File: config.mk
export PLATFORM = sky130hd
export DESIGN_NAME = fifo_host
export DESIGN_NICKNAME = d
export VERILOG_FILES = /design/src/design/fifo_host_pkg.sv /design/src/design/skid_buffer.sv /design/src/design/fifo_host.sv
export SDC_FILE = /design/constraint.sdc
export NUM_CORES = 1
export LEC_CHECK = 0
export ABC_AREA = 1
export ABC_CLOCK_PERIOD_IN_PS = 2600
export BUFFER_PORTS_ARGS = -buffer_cell sky130_fd_sc_hd__buf_4
export CAP_MARGIN = 10
export CELL_PAD_IN_SITES_DETAIL_PLACEMENT = 1
export CELL_PAD_IN_SITES_GLOBAL_PLACEMENT = 1
export CORE_UTILIZATION = 45
export DETAILED_ROUTE_END_ITERATION = 8
export HOLD_SLACK_MARGIN = 0.15
export MAX_ROUTING_LAYER = met4
export PLACE_DENSITY = 0.85
export RECOVER_POWER = 100
export SLEW_MARGIN = 5
export SYNTH_ARGS = -nofsm -noshare
export SYNTH_HDL_FRONTEND = slang
export SYNTH_SLANG_ARGS = --single-unit
File: constraint.sdc
create_clock -name clk -period 2.6 [get_ports clk]
set_input_delay 0.13 -clock clk [delete_from_list [all_inputs] [get_ports clk]]
set_output_delay 0.13 -clock clk [all_outputs]
set_load 0.05 [all_outputs]
File: src/design/fifo_host_pkg.sv
/*
  Package for the host-side controller of a handshaked register-array FIFO.
  Holds timing figures, derived cycle counts and the data width.
  Assumes a 40 MHz system clock.
*/
package fifo_host_pkg;
  // ****************************************
  // Widths and clock
  // ****************************************
  localparam int WORD_W        = 4;
  localparam int CLK_PERIOD_PS = 25000;
  localparam int FIFO_DEPTH    = 64;
  // ****************************************
  // Timing figures in picoseconds
  // ****************************************
  localparam int SI_ACK_PS      = 40000;    // Shift-in to input-ready low
  localparam int SI_REL_PS      = 40000;    // Shift-in fall to input-ready high
  localparam int SO_ACK_PS      = 45000;    // Shift-out to output-ready low
  localparam int SO_REL_PS      = 50000;    // Shift-out fall to output-ready high
  localparam int DATA_SETTLE_PS = 45000;    // Output word settle after output-ready rise
  localparam int FALLTHROUGH_PS = 1600000;  // Fallthrough and bubblethrough time
  localparam int STROBE_PS      = 33333;    // Half period at 15 MHz
  // ****************************************
  // Derived cycle counts
  // ****************************************
  function automatic int cycles_up(input int ps);
    int c;
    c = (ps + CLK_PERIOD_PS - 1) / CLK_PERIOD_PS;
    return (c < 1) ? 1 : c;
  endfunction
  localparam int SI_ACK_CYC      = cycles_up(SI_ACK_PS);
  localparam int SO_ACK_CYC      = cycles_up(SO_ACK_PS);
  localparam int DATA_SETTLE_CYC = cycles_up(DATA_SETTLE_PS);
  localparam int FALLTHROUGH_CYC = cycles_up(FALLTHROUGH_PS);
  localparam int STROBE_CYC      = cycles_up(STROBE_PS);
  localparam int CNT_W           = 7;
  localparam logic [CNT_W-1:0] STROBE_CNT = CNT_W'(STROBE_CYC);
  localparam logic [CNT_W-1:0] SETTLE_CNT = CNT_W'(DATA_SETTLE_CYC + 1);
  localparam logic [CNT_W-1:0] TIMEOUT_CNT = CNT_W'(FALLTHROUGH_CYC + 2);
  localparam int CLEAR_CYC       = 4;
  localparam logic [CNT_W-1:0] CLEAR_CNT = CNT_W'(CLEAR_CYC);
endpackage

File: src/design/skid_buffer.sv
/*
  Two-entry buffer with valid/ready on both sides.
  Assumes a single clock, synchronous active-high reset and a clock enable.
*/
module skid_buffer
  import fifo_host_pkg::*;
(
  input  wire logic              clk,
  input  wire logic              rst,
  input  wire logic              ce,
  input  wire logic [WORD_W-1:0] in_data,
  input  wire logic              in_valid,
  output logic                   in_ready,
  output logic      [WORD_W-1:0] out_data,
  output logic                   out_valid,
  input  wire logic              out_ready
);
  // ****************************************
  // Storage
  // ****************************************
  logic [WORD_W-1:0] mem_r   [2];
  logic [WORD_W-1:0] mem_nxt [2];
  logic              wp_r, wp_nxt, rp_r, rp_nxt;
  logic [1:0]        cnt_r, cnt_nxt;
  logic              push, pop;

  assign in_ready  = (cnt_r != 2'h2);
  assign out_valid = (cnt_r != 2'h0);
  assign out_data  = mem_r[rp_r];
  assign push      = in_valid && in_ready;
  assign pop       = out_valid && out_ready;

  always_comb begin
    mem_nxt = mem_r;
    wp_nxt  = wp_r;
    rp_nxt  = rp_r;
    cnt_nxt = cnt_r;
    if (push) begin
      mem_nxt[wp_r] = in_data;
      wp_nxt        = ~wp_r;
    end
    if (pop) begin
      rp_nxt = ~rp_r;
    end
    cnt_nxt = cnt_r + {1'b0, push} - {1'b0, pop};
  end

  always_ff @(posedge clk) begin
    if (rst) begin
      mem_r[0] <= '0;
      mem_r[1] <= '0;
      wp_r     <= 1'b0;
      rp_r     <= 1'b0;
      cnt_r    <= 2'h0;
    end else if (ce) begin
      mem_r <= mem_nxt;
      wp_r  <= wp_nxt;
      rp_r  <= rp_nxt;
      cnt_r <= cnt_nxt;
    end
  end
endmodule

File: src/design/fifo_host.sv
/*
  Host controller for a clockless 64-word register-array FIFO with two-edge
  shift-in/shift-out handshakes and an active-low master clear.
  Assumes device pins are synchronous to clk (40 MHz) and the device meets
  its own acknowledge and ripple timing.
*/
// Function
// - Take a word only while output-ready is high, via a shift-out pulse.
// - Do not trust output data at the output-ready rising edge.
// - Delay shift-out rise until own data setup on outputs is met.
// - Shift-out may be a fixed-width pulse rather than acknowledge-driven.
// - Pulse master clear low after power-up, then wait for input-ready.
module fifo_host
  import fifo_host_pkg::*;
(
  input  wire logic              clk,
  input  wire logic              rst,
  input  wire logic              ce,
  // Producer side
  input  wire logic [WORD_W-1:0] src_data,
  input  wire logic              src_valid,
  output logic                   src_ready,
  // Consumer side
  output logic      [WORD_W-1:0] snk_data,
  output logic                   snk_valid,
  input  wire logic              snk_ready,
  // Device pins
  output logic                   master_clear_n,
  output logic                   shift_in,
  output logic      [WORD_W-1:0] write_word_in,
  input  wire logic              input_ready,
  output logic                   shift_out,
  input  wire logic              output_ready,
  input  wire logic [WORD_W-1:0] read_word_out,
  // Status
  output logic                   dev_full,
  output logic                   dev_empty
);
  // ****************************************
  // Types and state
  // ****************************************
  typedef enum logic [1:0] {W_IDLE, W_HIGH, W_LOW} wr_st_t;
  typedef enum logic [2:0] {R_IDLE, R_SETTLE, R_HIGH, R_LOW, R_HOLD} rd_st_t;

  logic              clr_busy_r, clr_busy_nxt;
  logic [CNT_W-1:0]  clr_cnt_r, clr_cnt_nxt;
  logic              mclr_r, mclr_nxt;

  wr_st_t            wst_r, wst_nxt;
  logic [CNT_W-1:0]  wcnt_r, wcnt_nxt;
  logic [CNT_W-1:0]  wto_r, wto_nxt;
  logic              si_r, si_nxt;
  logic [WORD_W-1:0] wd_r, wd_nxt;
  logic              full_r, full_nxt;
  logic              src_ready_r, src_ready_nxt;

  rd_st_t            rst_r, rst_nxt;
  logic [CNT_W-1:0]  rcnt_r, rcnt_nxt;
  logic [CNT_W-1:0]  rto_r, rto_nxt;
  logic              so_r, so_nxt;
  logic              empty_r, empty_nxt;
  logic [WORD_W-1:0] bd_data;
  logic              b_valid, b_ready;
  logic              b_out_valid;
  logic [WORD_W-1:0] b_out_data;
  logic [WORD_W-1:0] sd_r, sd_nxt;
  logic              sv_r, sv_nxt;

  function automatic logic [CNT_W-1:0] dec_sat(input logic [CNT_W-1:0] v);
    return (v == '0) ? v : v - CNT_W'(1);
  endfunction

  // ****************************************
  // Master clear
  // ****************************************
  always_comb begin
    clr_busy_nxt = clr_busy_r;
    clr_cnt_nxt  = clr_cnt_r;
    mclr_nxt     = mclr_r;
    if (clr_busy_r) begin
      clr_cnt_nxt = dec_sat(clr_cnt_r);
      if (clr_cnt_r == '0) begin
        clr_busy_nxt = 1'b0;
        mclr_nxt     = 1'b1;
      end
    end
  end

  always_ff @(posedge clk) begin
    if (rst) begin
      clr_busy_r <= 1'b1;
      clr_cnt_r  <= CLEAR_CNT;
      mclr_r     <= 1'b0;
    end else if (ce) begin
      clr_busy_r <= clr_busy_nxt;
      clr_cnt_r  <= clr_cnt_nxt;
      mclr_r     <= mclr_nxt;
    end
  end

  // ****************************************
  // Write side
  // ****************************************
  always_comb begin
    wst_nxt  = wst_r;
    wcnt_nxt = dec_sat(wcnt_r);
    wto_nxt  = dec_sat(wto_r);
    si_nxt   = si_r;
    wd_nxt   = wd_r;
    full_nxt = full_r;
    case (wst_r)
      W_IDLE: begin
        if (src_valid && src_ready_r) begin
          wd_nxt   = src_data;
          si_nxt   = 1'b1;
          wst_nxt  = W_HIGH;
          wcnt_nxt = STROBE_CNT;
          full_nxt = 1'b0;
        end
      end
      W_HIGH: begin
        if (!input_ready && wcnt_r == '0) begin
          si_nxt   = 1'b0;
          wst_nxt  = W_LOW;
          wcnt_nxt = STROBE_CNT;
          wto_nxt  = TIMEOUT_CNT;
        end
      end
      W_LOW: begin
        // No input-ready within a bubblethrough time means full
        if (input_ready) begin
          wst_nxt = W_IDLE;
        end else if (wto_r == '0) begin
          full_nxt = 1'b1;
          wst_nxt  = W_IDLE;
        end
      end
      default: wst_nxt = W_IDLE;
    endcase
    if (input_ready) begin
      full_nxt = 1'b0;
    end
    // Strobe only while input-ready is high, never into a full device
    src_ready_nxt = (wst_nxt == W_IDLE) && !clr_busy_nxt && input_ready
                    && (wcnt_nxt == '0);
  end

  always_ff @(posedge clk) begin
    if (rst) begin
      wst_r  <= W_IDLE;
      wcnt_r <= '0;
      wto_r  <= '0;
      si_r   <= 1'b0;
      wd_r   <= '0;
      full_r <= 1'b0;
      src_ready_r <= 1'b0;
    end else if (ce) begin
      wst_r  <= wst_nxt;
      wcnt_r <= wcnt_nxt;
      wto_r  <= wto_nxt;
      si_r   <= si_nxt;
      wd_r   <= wd_nxt;
      full_r <= full_nxt;
      src_ready_r <= src_ready_nxt;
    end
  end

  // ****************************************
  // Read side
  // ****************************************
  always_comb begin
    rst_nxt   = rst_r;
    rcnt_nxt  = dec_sat(rcnt_r);
    rto_nxt   = dec_sat(rto_r);
    so_nxt    = so_r;
    empty_nxt = empty_r;
    b_valid   = 1'b0;
    bd_data   = read_word_out;
    case (rst_r)
      R_IDLE: begin
        // Wait out settle time after output-ready rises before sampling
        if (!clr_busy_r && output_ready && rcnt_r == '0) begin
          rst_nxt  = R_SETTLE;
          rcnt_nxt = SETTLE_CNT;
          empty_nxt = 1'b0;
        end
      end
      R_SETTLE: begin
        if (rcnt_r == '0 && b_ready) begin
          b_valid  = 1'b1;
          so_nxt   = 1'b1;
          rst_nxt  = R_HIGH;
          rcnt_nxt = STROBE_CNT;
        end
      end
      R_HIGH: begin
        // Fixed-width pulse also bounded below by the acknowledge
        if (!output_ready && rcnt_r == '0) begin
          so_nxt   = 1'b0;
          rst_nxt  = R_LOW;
          rcnt_nxt = STROBE_CNT;
          rto_nxt  = TIMEOUT_CNT;
        end
      end
      R_LOW: begin
        if (output_ready && rcnt_r == '0) begin
          rst_nxt = R_IDLE;
        end else if (rto_r == '0) begin
          empty_nxt = 1'b1;
          rst_nxt   = R_IDLE;
        end
      end
      default: rst_nxt = R_IDLE;
    endcase
  end

  always_ff @(posedge clk) begin
    if (rst) begin
      rst_r   <= R_IDLE;
      rcnt_r  <= '0;
      rto_r   <= '0;
      so_r    <= 1'b0;
      empty_r <= 1'b1;
    end else if (ce) begin
      rst_r   <= rst_nxt;
      rcnt_r  <= rcnt_nxt;
      rto_r   <= rto_nxt;
      so_r    <= so_nxt;
      empty_r <= empty_nxt;
    end
  end

  // ****************************************
  // Buffer and registered consumer port
  // ****************************************
  // Sampled word waits here so a stalled consumer loses nothing
  skid_buffer u_buf (
    .clk       (clk),
    .rst       (rst),
    .ce        (ce),
    .in_data   (bd_data),
    .in_valid  (b_valid),
    .in_ready  (b_ready),
    .out_data  (b_out_data),
    .out_valid (b_out_valid),
    .out_ready (!sv_r || snk_ready)
  );

  always_comb begin
    sd_nxt = sd_r;
    sv_nxt = sv_r;
    if (!sv_r || snk_ready) begin
      sv_nxt = b_out_valid;
      if (b_out_valid) begin
        sd_nxt = b_out_data;
      end
    end
  end

  always_ff @(posedge clk) begin
    if (rst) begin
      sd_r <= '0;
      sv_r <= 1'b0;
    end else if (ce) begin
      sd_r <= sd_nxt;
      sv_r <= sv_nxt;
    end
  end

  assign master_clear_n = mclr_r;
  assign shift_in       = si_r;
  assign write_word_in  = wd_r;
  assign shift_out      = so_r;
  assign snk_data       = sd_r;
  assign snk_valid      = sv_r;
  assign dev_full       = full_r;
  assign dev_empty      = empty_r;
  assign src_ready      = src_ready_r;
endmodule

==> out/qor.json, run 1 <==
{
  "place.port_buffers": {"value": 29},
  "vdd_drop_max": {"value": 0.431, "unit": "mV"},
  "tritoncts": {"value": "yes"},
  "cpPeakStageDelay": {"value": 0.38, "unit": "ns"},
  "dpl_cell_area": {"value": 3910, "unit": "um^2"},
  "ctsRootBufferMaster": {"value": "sky130_fd_sc_hd__clkbuf_8"},
  "cts_post_setup_buffers_inserted": {"value": 0},
  "core.rowCount": {"value": 32},
  "worst-endpoint-arrival": {"value": 2.36, "unit": "ns"},
  "routed_wl": {"value": 9630, "unit": "um"},
  "grt_pass1_vias": {"value": 3645},
  "avg_cell_area_syn": {"value": 7.17, "unit": "um^2"},
  "largest_net_degree_at_the_start_of_global_routing": {"value": 34},
  "coreArea": {"value": 7730, "unit": "um^2"},
  "grt_pass1_wl": {"value": 16800, "unit": "um"},
  "ant_nets": {"value": 0},
  "post-dp-hpwl": {"value": 6760, "unit": "um"},
  "clk_transition_reported_paths": {"value": 0.08, "unit": "ns"},
  "drc": {"value": 0},
  "finalHoldWorstSlack": {"value": 0.179, "unit": "ns"},
  "crit_path_top_delay_cell": {"value": "sky130_fd_sc_hd__nor2_1"},
  "crit_path_max_fanout": {"value": 7},
  "placed_cells": {"value": 623},
  "actual_slew_at_the_worst_max_slew_pin": {"value": 0.643, "unit": "ns"},
  "boundaryPins": {"value": 30},
  "timing.max_slew.rel_slack": {"value": 57.1, "unit": "%"},
  "path_cells": {"value": "inv_1 -> ha_1 -> inv_1 -> nor2_1 -> nand2_8 -> inv_8 -> o2111ai_1 -> nor2_1 -> inv_1 -> nor2_1 -> nor2_1"},
  "yosys.cell_types.count": {"value": 38},
  "cap_viol_max_count": {"value": 0},
  "num_antenna_cells": {"value": 0},
  "dr.first_iter.drc_count": {"value": 130},
  "synth_cells": {"value": 503},
  "fillerInstances": {"value": 1012},
  "setup_viol": {"value": 0},
  "postSynth.topFlopCell": {"value": "sky130_fd_sc_hd__dfxtp_1"},
  "startpoint_kind_of_the_worst_setup_timing_path": {"value": "flop"},
  "finish.net_count": {"value": 570},
  "stdcell_area": {"value": 4050, "unit": "um^2"},
  "die_h": {"value": 91.5, "unit": "um"},
  "worstHoldPathCells": {"value": 4},
  "layout.cells.most_common_list": {"value": "sky130_fd_sc_hd__nand2_1 (97), sky130_fd_sc_hd__nor2_1 (89), sky130_fd_sc_hd__dfxtp_1 (67)"},
  "synthesis.yosys.warnings": {"value": 0},
  "most_common_library_cell_in_the_layout_ignoring_fill_and_taps": {"value": "sky130_fd_sc_hd__nand2_1"},
  "post-route-min-period": {"value": 2.11, "unit": "ns"},
  "synth-seq-cells": {"value": 67},
  "ys_async_sr_fraction": {"value": 0, "unit": "%"},
  "route.detailed.vias_per_inst": {"value": 5.22},
  "cts.htree.levels": {"value": 3},
  "post_synth_instance_area": {"value": 3610, "unit": "um^2"},
  "grt_util_all_layers": {"value": 25.7, "unit": "%"},
  "status": {"value": "finished clean"},
  "rsz_0062_raised_after_global_routing": {"value": "false"},
  "fin_setup_tns": {"value": 0, "unit": "ns"},
  "overflow_after_grt": {"value": 0},
  "fmax": {"value": 0.473, "unit": "GHz"},
  "final_hold_violating_endpoints": {"value": 0},
  "fp.dieArea": {"value": 8380, "unit": "um^2"},
  "clock_latency": {"value": 0.35, "unit": "ns"},
  "floorplan.initialDensity": {"value": 46.7, "unit": "%"},
  "worst_path_most_repeated_cell": {"value": "sky130_fd_sc_hd__nor2_1"},
  "synth-seq-area-share": {"value": 37.2, "unit": "%"},
  "die-width": {"value": 91.5, "unit": "um"},
  "worstRegToRegCells": {"value": 11},
  "gpl_congestion": {"value": 0.773},
  "routed-via-count": {"value": 3384},
  "power_per_cell_area": {"value": 1030, "unit": "nW/um^2"},
  "number_of_enable_flip_flop_cells_after_synthesis": {"value": 0},
  "element_type_at_the_critical_path_end": {"value": "flop"},
  "period_share": {"value": 81.3, "unit": "%"},
  "cts_buffer_depth": {"value": 2},
  "worstHoldPathType": {"value": "in2reg"},
  "synthToLayoutAreaGrowth": {"value": 12.3, "unit": "%"},
  "drive_above_1_share": {"value": 9.52, "unit": "%"},
  "clkSinkCount": {"value": 67},
  "grt_antenna_before_repair": {"value": 0},
  "critical_path_depth": {"value": 11},
  "post_layout_nonfiller_instances": {"value": 648},
  "crit_family": {"value": "simple AND/OR/NAND/NOR gates"},
  "leakage": {"value": 1.79, "unit": "nW"},
  "routedWlPerCell": {"value": 14.9, "unit": "um"},
  "firstDrtPassIters": {"value": 4},
  "synth_fp_nets": {"value": 532},
  "required": {"value": 2.84, "unit": "ns"},
  "critPathBufInv": {"value": 4},
  "final_max_tran_viols": {"value": 0},
  "critical_path_class": {"value": "reg2reg"},
  "fin_clk_skew": {"value": 0.00891, "unit": "ns"},
  "cts-buffers-inserted": {"value": 9}
}
-- synth_stat cells (2+ instances only) --
library cell / instances / area (um^2)
sky130_fd_sc_hd__nand2_1: 95 / 357
sky130_fd_sc_hd__nor2_1: 78 / 293
sky130_fd_sc_hd__dfxtp_1: 67 / 1340
sky130_fd_sc_hd__inv_1: 49 / 184
sky130_fd_sc_hd__a21oi_1: 38 / 190
sky130_fd_sc_hd__o21ai_0: 26 / 130
sky130_fd_sc_hd__nand3_1: 22 / 110
sky130_fd_sc_hd__ha_1: 14 / 175
sky130_fd_sc_hd__o21ai_1: 11 / 55.1
sky130_fd_sc_hd__xor2_1: 10 / 87.6
sky130_fd_sc_hd__nand4_1: 8 / 50.1
sky130_fd_sc_hd__nor2_2: 8 / 50.1
sky130_fd_sc_hd__nor2_4: 8 / 90.1
sky130_fd_sc_hd__inv_2: 7 / 26.3
sky130_fd_sc_hd__nand2_2: 7 / 43.8
sky130_fd_sc_hd__nor3_1: 7 / 35.0
sky130_fd_sc_hd__a31oi_1: 6 / 37.5
sky130_fd_sc_hd__buf_2: 6 / 30.0
sky130_fd_sc_hd__clkbuf_1: 6 / 22.5
sky130_fd_sc_hd__a211oi_1: 4 / 30.0
sky130_fd_sc_hd__nand3_2: 3 / 30.0
sky130_fd_sc_hd__o211ai_1: 3 / 22.5
sky130_fd_sc_hd__or2_2: 3 / 18.8
sky130_fd_sc_hd__or2_1: 2 / 12.5
sky130_fd_sc_hd__xnor2_1: 2 / 17.5
-- power breakdown --
part	total (mW)	internal, mW	switching (mW)
registers	1.40	1.22	0.187
clock network	1.07	0.639	0.430
logic	1.68	0.624	1.06
-- per-stage QoR --
stage / setup WS, ns / total power [mW] / utilization, %
finish: 0.487 / 4.16 / 52.4
global route: 0.261 / 4.48 / 52.4
CTS: 0.618 / 4.30 / 54.8
detailed placement: 0.652 / 3.19 / 50.6
global placement: 0.771 / 3.07 / 50.6
floorplan: 0.774 / 2.80 / -
-- worst paths after layout --
kind	startpoint	endpoint	slack, ns
worst min register to register	wto_r[6]$_SDFFE_PP0P_	wto_r[6]$_SDFFE_PP0P_	0.47
worst max register to register	rcnt_r[0]$_SDFFE_PP0P_	u_buf.mem_r[1]$_SDFFE_PP0P_	0.49
worst min-delay path	snk_ready	snk_valid$_SDFFE_PP0P_	0.18
worst max-delay path	rcnt_r[0]$_SDFFE_PP0P_	u_buf.mem_r[1]$_SDFFE_PP0P_	0.49
-- tightest hold or removal path, cell delays in order --
cell and delay [ns]:
sky130_fd_sc_hd__buf_4 0.08, sky130_fd_sc_hd__inv_1 0.04, sky130_fd_sc_hd__o21ai_0 0.17, sky130_fd_sc_hd__a21oi_1 0.07
-- flip-flops by register name, indices dropped and copies added (netlist names) --
name,flops
master_clear_n,1
u_buf.wp_r,1
wst_r,2
shift_out,1
src_ready,1
write_word_in,4
dev_empty,1
rto_r,7
snk_valid,1
u_buf.cnt_r,2
shift_in,1
rcnt_r,7
rst_r,2
dev_full,1
wto_r,7
clr_busy_r,1
clr_cnt_r,7
u_buf.mem_r,8
wcnt_r,7
u_buf.rp_r,1
snk_data,4
-- per-layer routing --
| metal | global-route usage (%) | up-vias | wire length, um |
|---|---|---|---|
| met4 | 9.39 | 0 | 146 |
| met2 | 45.2 | 40 | 4880 |
| met1 | 30.0 | 1625 | 4420 |
| met5 | - | - | 0 |
| met3 | 2.85 | 13 | 185 |
| li1 | - | 1706 | - |
-- area by class of cell --
cell class                      count  area, um^2  share of cell area [%]
Multi-Input combinational cell    367        1860                    45.9
Sequential cell                    67        1340                    33.1
Timing Repair Buffer               39         259                    6.39
Inverter                           57         221                    5.47
Clock buffer                       10         128                    3.15
Tap cell                          102         128                    3.15
Clock inverter                      6         114                    2.81
-- cells by family after synthesis --
| group | synth area share [%] |
|---|---|
| and+or+nand+nor | 32.1 |
| DFF | 37.2 |
| buffers and inverters | 7.60 |
| xor gates and xnor gates | 2.91 |
| AOI/OAI and AO/OA | 15.4 |
| adders and majority gates | 4.86 |
-- what timing repair did --
action	in CTS	in global routing
hold endpoints to repair	13	0
hold buffers	9	0
endpoints found under the setup margin	0	0
gates resized for setup	0	0
(Power assumes the default switching activity.)
==> inputs of run 2 (changes only) <==
--- a/config.mk
+++ b/config.mk
@@ -5,8 +5,8 @@
 export SDC_FILE = /design/constraint.sdc
 export NUM_CORES = 1
 export LEC_CHECK = 0
-export ABC_AREA = 1
-export ABC_CLOCK_PERIOD_IN_PS = 2600
+export ABC_AREA = 0
+export ABC_CLOCK_PERIOD_IN_PS = 2100
 export BUFFER_PORTS_ARGS = -buffer_cell sky130_fd_sc_hd__buf_4
 export CAP_MARGIN = 10
 export CELL_PAD_IN_SITES_DETAIL_PLACEMENT = 1
@@ -15,7 +15,7 @@
 export DETAILED_ROUTE_END_ITERATION = 8
 export HOLD_SLACK_MARGIN = 0.15
 export MAX_ROUTING_LAYER = met4
-export PLACE_DENSITY = 0.85
+export PLACE_DENSITY = 0.83
 export RECOVER_POWER = 100
 export SLEW_MARGIN = 5
 export SYNTH_ARGS = -nofsm -noshare
==> constraint.sdc (replaced) <==
create_clock -name clk -period 2.1 [get_ports clk]
set_input_delay 0.105 -clock clk [delete_from_list [all_inputs] [get_ports clk]]
set_output_delay 0.105 -clock clk [all_outputs]
set_load 0.05 [all_outputs]
==> out/qor.json, run 2 <==
{
  "switching_power": {"value": 2.85, "unit": "mW", "change": "+70%"},
  "grt_antenna_before_repair": {"value": 0, "change": "unchanged"},
  "period_share": {"value": 102, "unit": "%", "change": "+21 points"},
  "ctsRootBufferMaster": {"value": "sky130_fd_sc_hd__clkbuf_8"},
  "place_ws": {"value": -0.0863, "unit": "ns", "change": "-0.739 ns"},
  "synth_fp_nets": {"value": 451, "change": "-15%"},
  "synthesis.yosys.warnings": {"value": 0, "change": "unchanged"},
  "clk_transition_reported_paths": {"value": 0.08, "unit": "ns", "change": "about the same"},
  "synth.top_cells.by_count": {"value": "sky130_fd_sc_hd__dfxtp_1 (67), sky130_fd_sc_hd__nor2_1 (66), sky130_fd_sc_hd__a21oi_1 (26), sky130_fd_sc_hd__nand2_1 (25), sky130_fd_sc_hd__o21ai_0 (25)"},
  "vdd_drop_max": {"value": 0.543, "unit": "mV", "change": "+26%"},
  "num_antenna_cells": {"value": 0, "change": "unchanged"},
  "setup_viol": {"value": 1, "change": "+1"},
  "grt_pass1_wl": {"value": 17100, "unit": "um", "change": "+1.6%"},
  "most_common_library_cell_in_the_layout_ignoring_fill_and_taps": {"value": "sky130_fd_sc_hd__nor2_1"},
  "startpoint_kind_of_the_worst_setup_timing_path": {"value": "flop"},
  "worst-endpoint-arrival": {"value": 2.43, "unit": "ns", "change": "+0.07 ns"},
  "finish.net_count": {"value": 510, "change": "-11%"},
  "critical_path_class": {"value": "reg2reg"},
  "post-dp-hpwl": {"value": 6730, "unit": "um", "change": "-0.44%"},
  "cap_viol_max_count": {"value": 0, "change": "unchanged"},
  "actual_slew_at_the_worst_max_slew_pin": {"value": 0.632, "unit": "ns", "change": "-0.0116 ns"},
  "drive_above_1_share": {"value": 18.7, "unit": "%", "change": "+9.2 points"},
  "power_frac_clock": {"value": 19.8, "unit": "%", "change": "-5.9 points"},
  "core.rowCount": {"value": 31, "change": "-3.1%"},
  "power.sequential.fraction": {"value": 28.2, "unit": "%", "change": "-5.5 points"},
  "routed-via-count": {"value": 3352, "change": "-0.95%"},
  "clock_latency": {"value": 0.36, "unit": "ns", "change": "about the same"},
  "gpl_congestion": {"value": 0.881, "change": "+14%"},
  "post_synth_instance_area": {"value": 3480, "unit": "um^2", "change": "-3.5%"},
  "crit_path_max_fanout": {"value": 5, "change": "-2"},
  "registers.top_by_ff_count": {"value": "u_buf.mem_r"},
  "firstDrtPassIters": {"value": 4, "change": "unchanged"},
  "comb_power_share": {"value": 52.0, "unit": "%", "change": "+12 points"},
  "postSynth.topFlopCell": {"value": "sky130_fd_sc_hd__dfxtp_1"},
  "ys_async_sr_fraction": {"value": 0, "unit": "%", "change": "unchanged"},
  "overflow_after_grt": {"value": 0, "change": "unchanged"},
  "cts.htree.levels": {"value": 3, "change": "unchanged"},
  "cts-buffers-inserted": {"value": 9, "change": "unchanged"},
  "power_per_cell_area": {"value": 1560, "unit": "nW/um^2", "change": "+52%"},
  "routed_wl": {"value": 10400, "unit": "um", "change": "+7.9%"},
  "dr.first_iter.drc_count": {"value": 103, "change": "-21%"},
  "cts_buffer_depth": {"value": 2, "change": "unchanged"},
  "synthDominantCellAreaShare": {"value": 38.6, "unit": "%", "change": "+1.4 points"},
  "worstHoldPathType": {"value": "in2reg"},
  "failed_checks": {"value": "negative setup slack"},
  "die_h": {"value": 89.9, "unit": "um", "change": "-1.7%"},
  "drc": {"value": 0, "change": "unchanged"},
  "grt_pass1_vias": {"value": 3527, "change": "-3.2%"},
  "synthToLayoutAreaGrowth": {"value": 24.1, "unit": "%"},
  "element_type_at_the_critical_path_end": {"value": "flop"},
  "post-synth-top-count-cell": {"value": "sky130_fd_sc_hd__dfxtp_1"},
  "clkSinkCount": {"value": 67, "change": "unchanged"},
  "synth_cells": {"value": 422, "change": "-16%"},
  "fmax": {"value": 0.466, "unit": "GHz", "change": "-1.5%"},
  "place.port_buffers": {"value": 29, "change": "unchanged"},
  "synth-seq-area-share": {"value": 38.6, "unit": "%", "change": "+1.4 points"},
  "status": {"value": "finished with violations"},
  "avg_cell_area_syn": {"value": 8.24, "unit": "um^2", "change": "+15%"},
  "final_max_tran_viols": {"value": 0, "change": "unchanged"},
  "number_of_flip_flops_in_the_largest_register": {"value": 8, "change": "unchanged"},
  "route.detailed.vias_per_inst": {"value": 5.73, "change": "+9.7%"},
  "finish.utilization": {"value": 58.6, "unit": "%", "change": "+6.2 points"},
  "swShare": {"value": 42.2, "unit": "%", "change": "+1.8 points"},
  "layout.cells.most_common_list": {"value": "sky130_fd_sc_hd__nor2_1 (66), sky130_fd_sc_hd__dfxtp_1 (62), sky130_fd_sc_hd__buf_4 (37)"},
  "grt_util_all_layers": {"value": 27.1, "unit": "%", "change": "+1.4 points"},
  "number_of_enable_flip_flop_cells_after_synthesis": {"value": 0, "change": "unchanged"},
  "fin_ws": {"value": -0.0446, "unit": "ns", "change": "-0.532 ns"},
  "timing.max_slew.rel_slack": {"value": 57.9, "unit": "%", "change": "+0.82 points"},
  "synth-seq-cells": {"value": 67, "change": "unchanged"},
  "largest_net_degree_at_the_start_of_global_routing": {"value": 45, "change": "+32%"},
  "die-width": {"value": 89.9, "unit": "um", "change": "-1.7%"},
  "flop2flop_setup_slack": {"value": -0.04, "unit": "ns", "change": "-0.53 ns"},
  "fp.dieArea": {"value": 8090, "unit": "um^2", "change": "-3.5%"},
  "fin_clk_skew": {"value": 0.0113, "unit": "ns", "change": "+0.00242 ns"},
  "boundaryPins": {"value": 30, "change": "unchanged"},
  "crit_path_top_delay_cell": {"value": "sky130_fd_sc_hd__or4_4"},
  "floorplan.initialDensity": {"value": 47.2, "unit": "%", "change": "+0.53 points"},
  "power": {"value": 6.75, "unit": "mW", "change": "+62%"},
  "rsz_0062_raised_after_global_routing": {"value": "true"},
  "ant_nets": {"value": 0, "change": "unchanged"},
  "final_hold_violating_endpoints": {"value": 0, "change": "unchanged"},
  "yosys.cell_types.count": {"value": 55, "change": "+45%"},
  "required": {"value": 2.38, "unit": "ns", "change": "-0.46 ns"},
  "synth.area.top_cells": {"value": "sky130_fd_sc_hd__dfxtp_1 (39%), sky130_fd_sc_hd__nor2_1 (7.1%), sky130_fd_sc_hd__mux2i_1 (6.0%)"},
  "cpPeakStageDelay": {"value": 0.56, "unit": "ns", "change": "+0.18 ns"},
  "worst_path_most_repeated_cell": {"value": "sky130_fd_sc_hd__or4_4"},
  "post-route-min-period": {"value": 2.14, "unit": "ns", "change": "+0.0316 ns"},
  "synth_area_leader_cell": {"value": "sky130_fd_sc_hd__dfxtp_1"},
  "path_cells": {"value": "buf_6 -> or4_4 -> o21ai_2 -> o211ai_1 -> or4_4 -> a211oi_2"},
  "cell_internal_pwr": {"value": 3.90, "unit": "mW", "change": "+57%"},
  "leakage": {"value": 1.83, "unit": "nW", "change": "+1.9%"},
  "coreArea": {"value": 7370, "unit": "um^2", "change": "-4.6%"},
  "finalHoldWorstSlack": {"value": 0.261, "unit": "ns", "change": "+0.0826 ns"},
  "routedWlPerCell": {"value": 17.8, "unit": "um", "change": "+20%"},
  "tritoncts": {"value": "yes"}
}
run 2: changes by cell type in the layout (fill, tap and decap cells not counted), moves of 12 or more:
cell | before | now
sky130_fd_sc_hd__inv_1 | 53 | 20
sky130_fd_sc_hd__a21oi_1 | 38 | 26
sky130_fd_sc_hd__nor2_1 | 89 | 66
sky130_fd_sc_hd__buf_4 | 15 | 37
sky130_fd_sc_hd__nor3_1 | 7 | 19
sky130_fd_sc_hd__nand2_1 | 97 | 24
sky130_fd_sc_hd__nand3_1 | 25 | 11
sky130_fd_sc_hd__mux2i_1 | 0 | 20
run 2: metal layers:
metal	up-vias	track usage [%]	share of wire, %
met2	66	45.4	50
met1	1641	31.9	45
met4	0	12.5	2.3
met3	27	4.23	3.2
li1	1618	-	-
met5	-	-	0
run 2: area by class of cell:
| type | count | area, um^2 |
|---|---|---|
| clock buffers | 10 | 128 |
| clock inverters | 6 | 114 |
| fillers | 888 | 3050 |
| inverters | 25 | 93.8 |
| multi-input cells | 313 | 2040 |
| flip-flops and latches | 67 | 1350 |
| well taps | 99 | 124 |
| repair buffers | 65 | 467 |
run 2: power groups by stage:
stage               Clock [mW]  Combinational, mW  Sequential [mW]
global route              1.39               3.87             1.94
detailed placement           0               3.16             1.89
finish                    1.34               3.51             1.90
global placement             0               3.03             1.86
CTS                       1.35               3.31             1.88
floorplan                    0               2.19             1.89
run 2: path summary, 6_finish.rpt:
check	start	to	cells after the start
hold reg to reg	rcnt_r[4]$_SDFFE_PP0P_	rcnt_r[4]$_SDFFE_PP0P_	2
hold / removal	output_ready	rst_r[0]$_SDFFE_PP0P_	5
setup reg to reg	wcnt_r[1]$_SDFFE_PP0P_	src_ready$_SDFFE_PP0P_	6
setup / recovery	wcnt_r[1]$_SDFFE_PP0P_	src_ready$_SDFFE_PP0P_	6
run 2: logic make-up after synthesis:
kind of cell             count (synthesis)  share of synthesized area (%)
buffers and inverters                   42                           4.57
flip-flops                              67                           38.6
adder cells (fa/ha/maj)                 14                           5.04
XOR/XNOR                                11                           2.77
AND/OR/NAND/NOR                        173                           25.2
AO/OA/AOI/OAI                           90                           16.5
multiplexers                            25                           7.34
run 2: worst max-delay path, delay by kind of cell (launching register included):
family,cells,cell delay [ns]
and+or+nand+nor,2,1.08
buffers and inverters,1,0.13
DFF,1,0.34
AOI/OAI and AO/OA,3,0.53
run 2: what timing repair did:
action / CTS / global route
pin swaps: 2 / 9
hold buffers: 11 / 0
resized for setup: 5 / 21
endpoints found under the hold margin: 27 / 0
buffers inserted: 0 / 3
endpoints found under the setup margin: 11 / 15
run 2: stage by stage:
step | setup TNS, ns | instances | cell area [um^2]
final | -0.0446 | 585 | 4320
after floorplan | 0 | 422 | 3480
after CTS | -0.0729 | 582 | 4300
after detailed placement | -0.290 | 555 | 3920
after global routing | -0.120 | 585 | 4320
after global placement | 0 | 555 | 3920
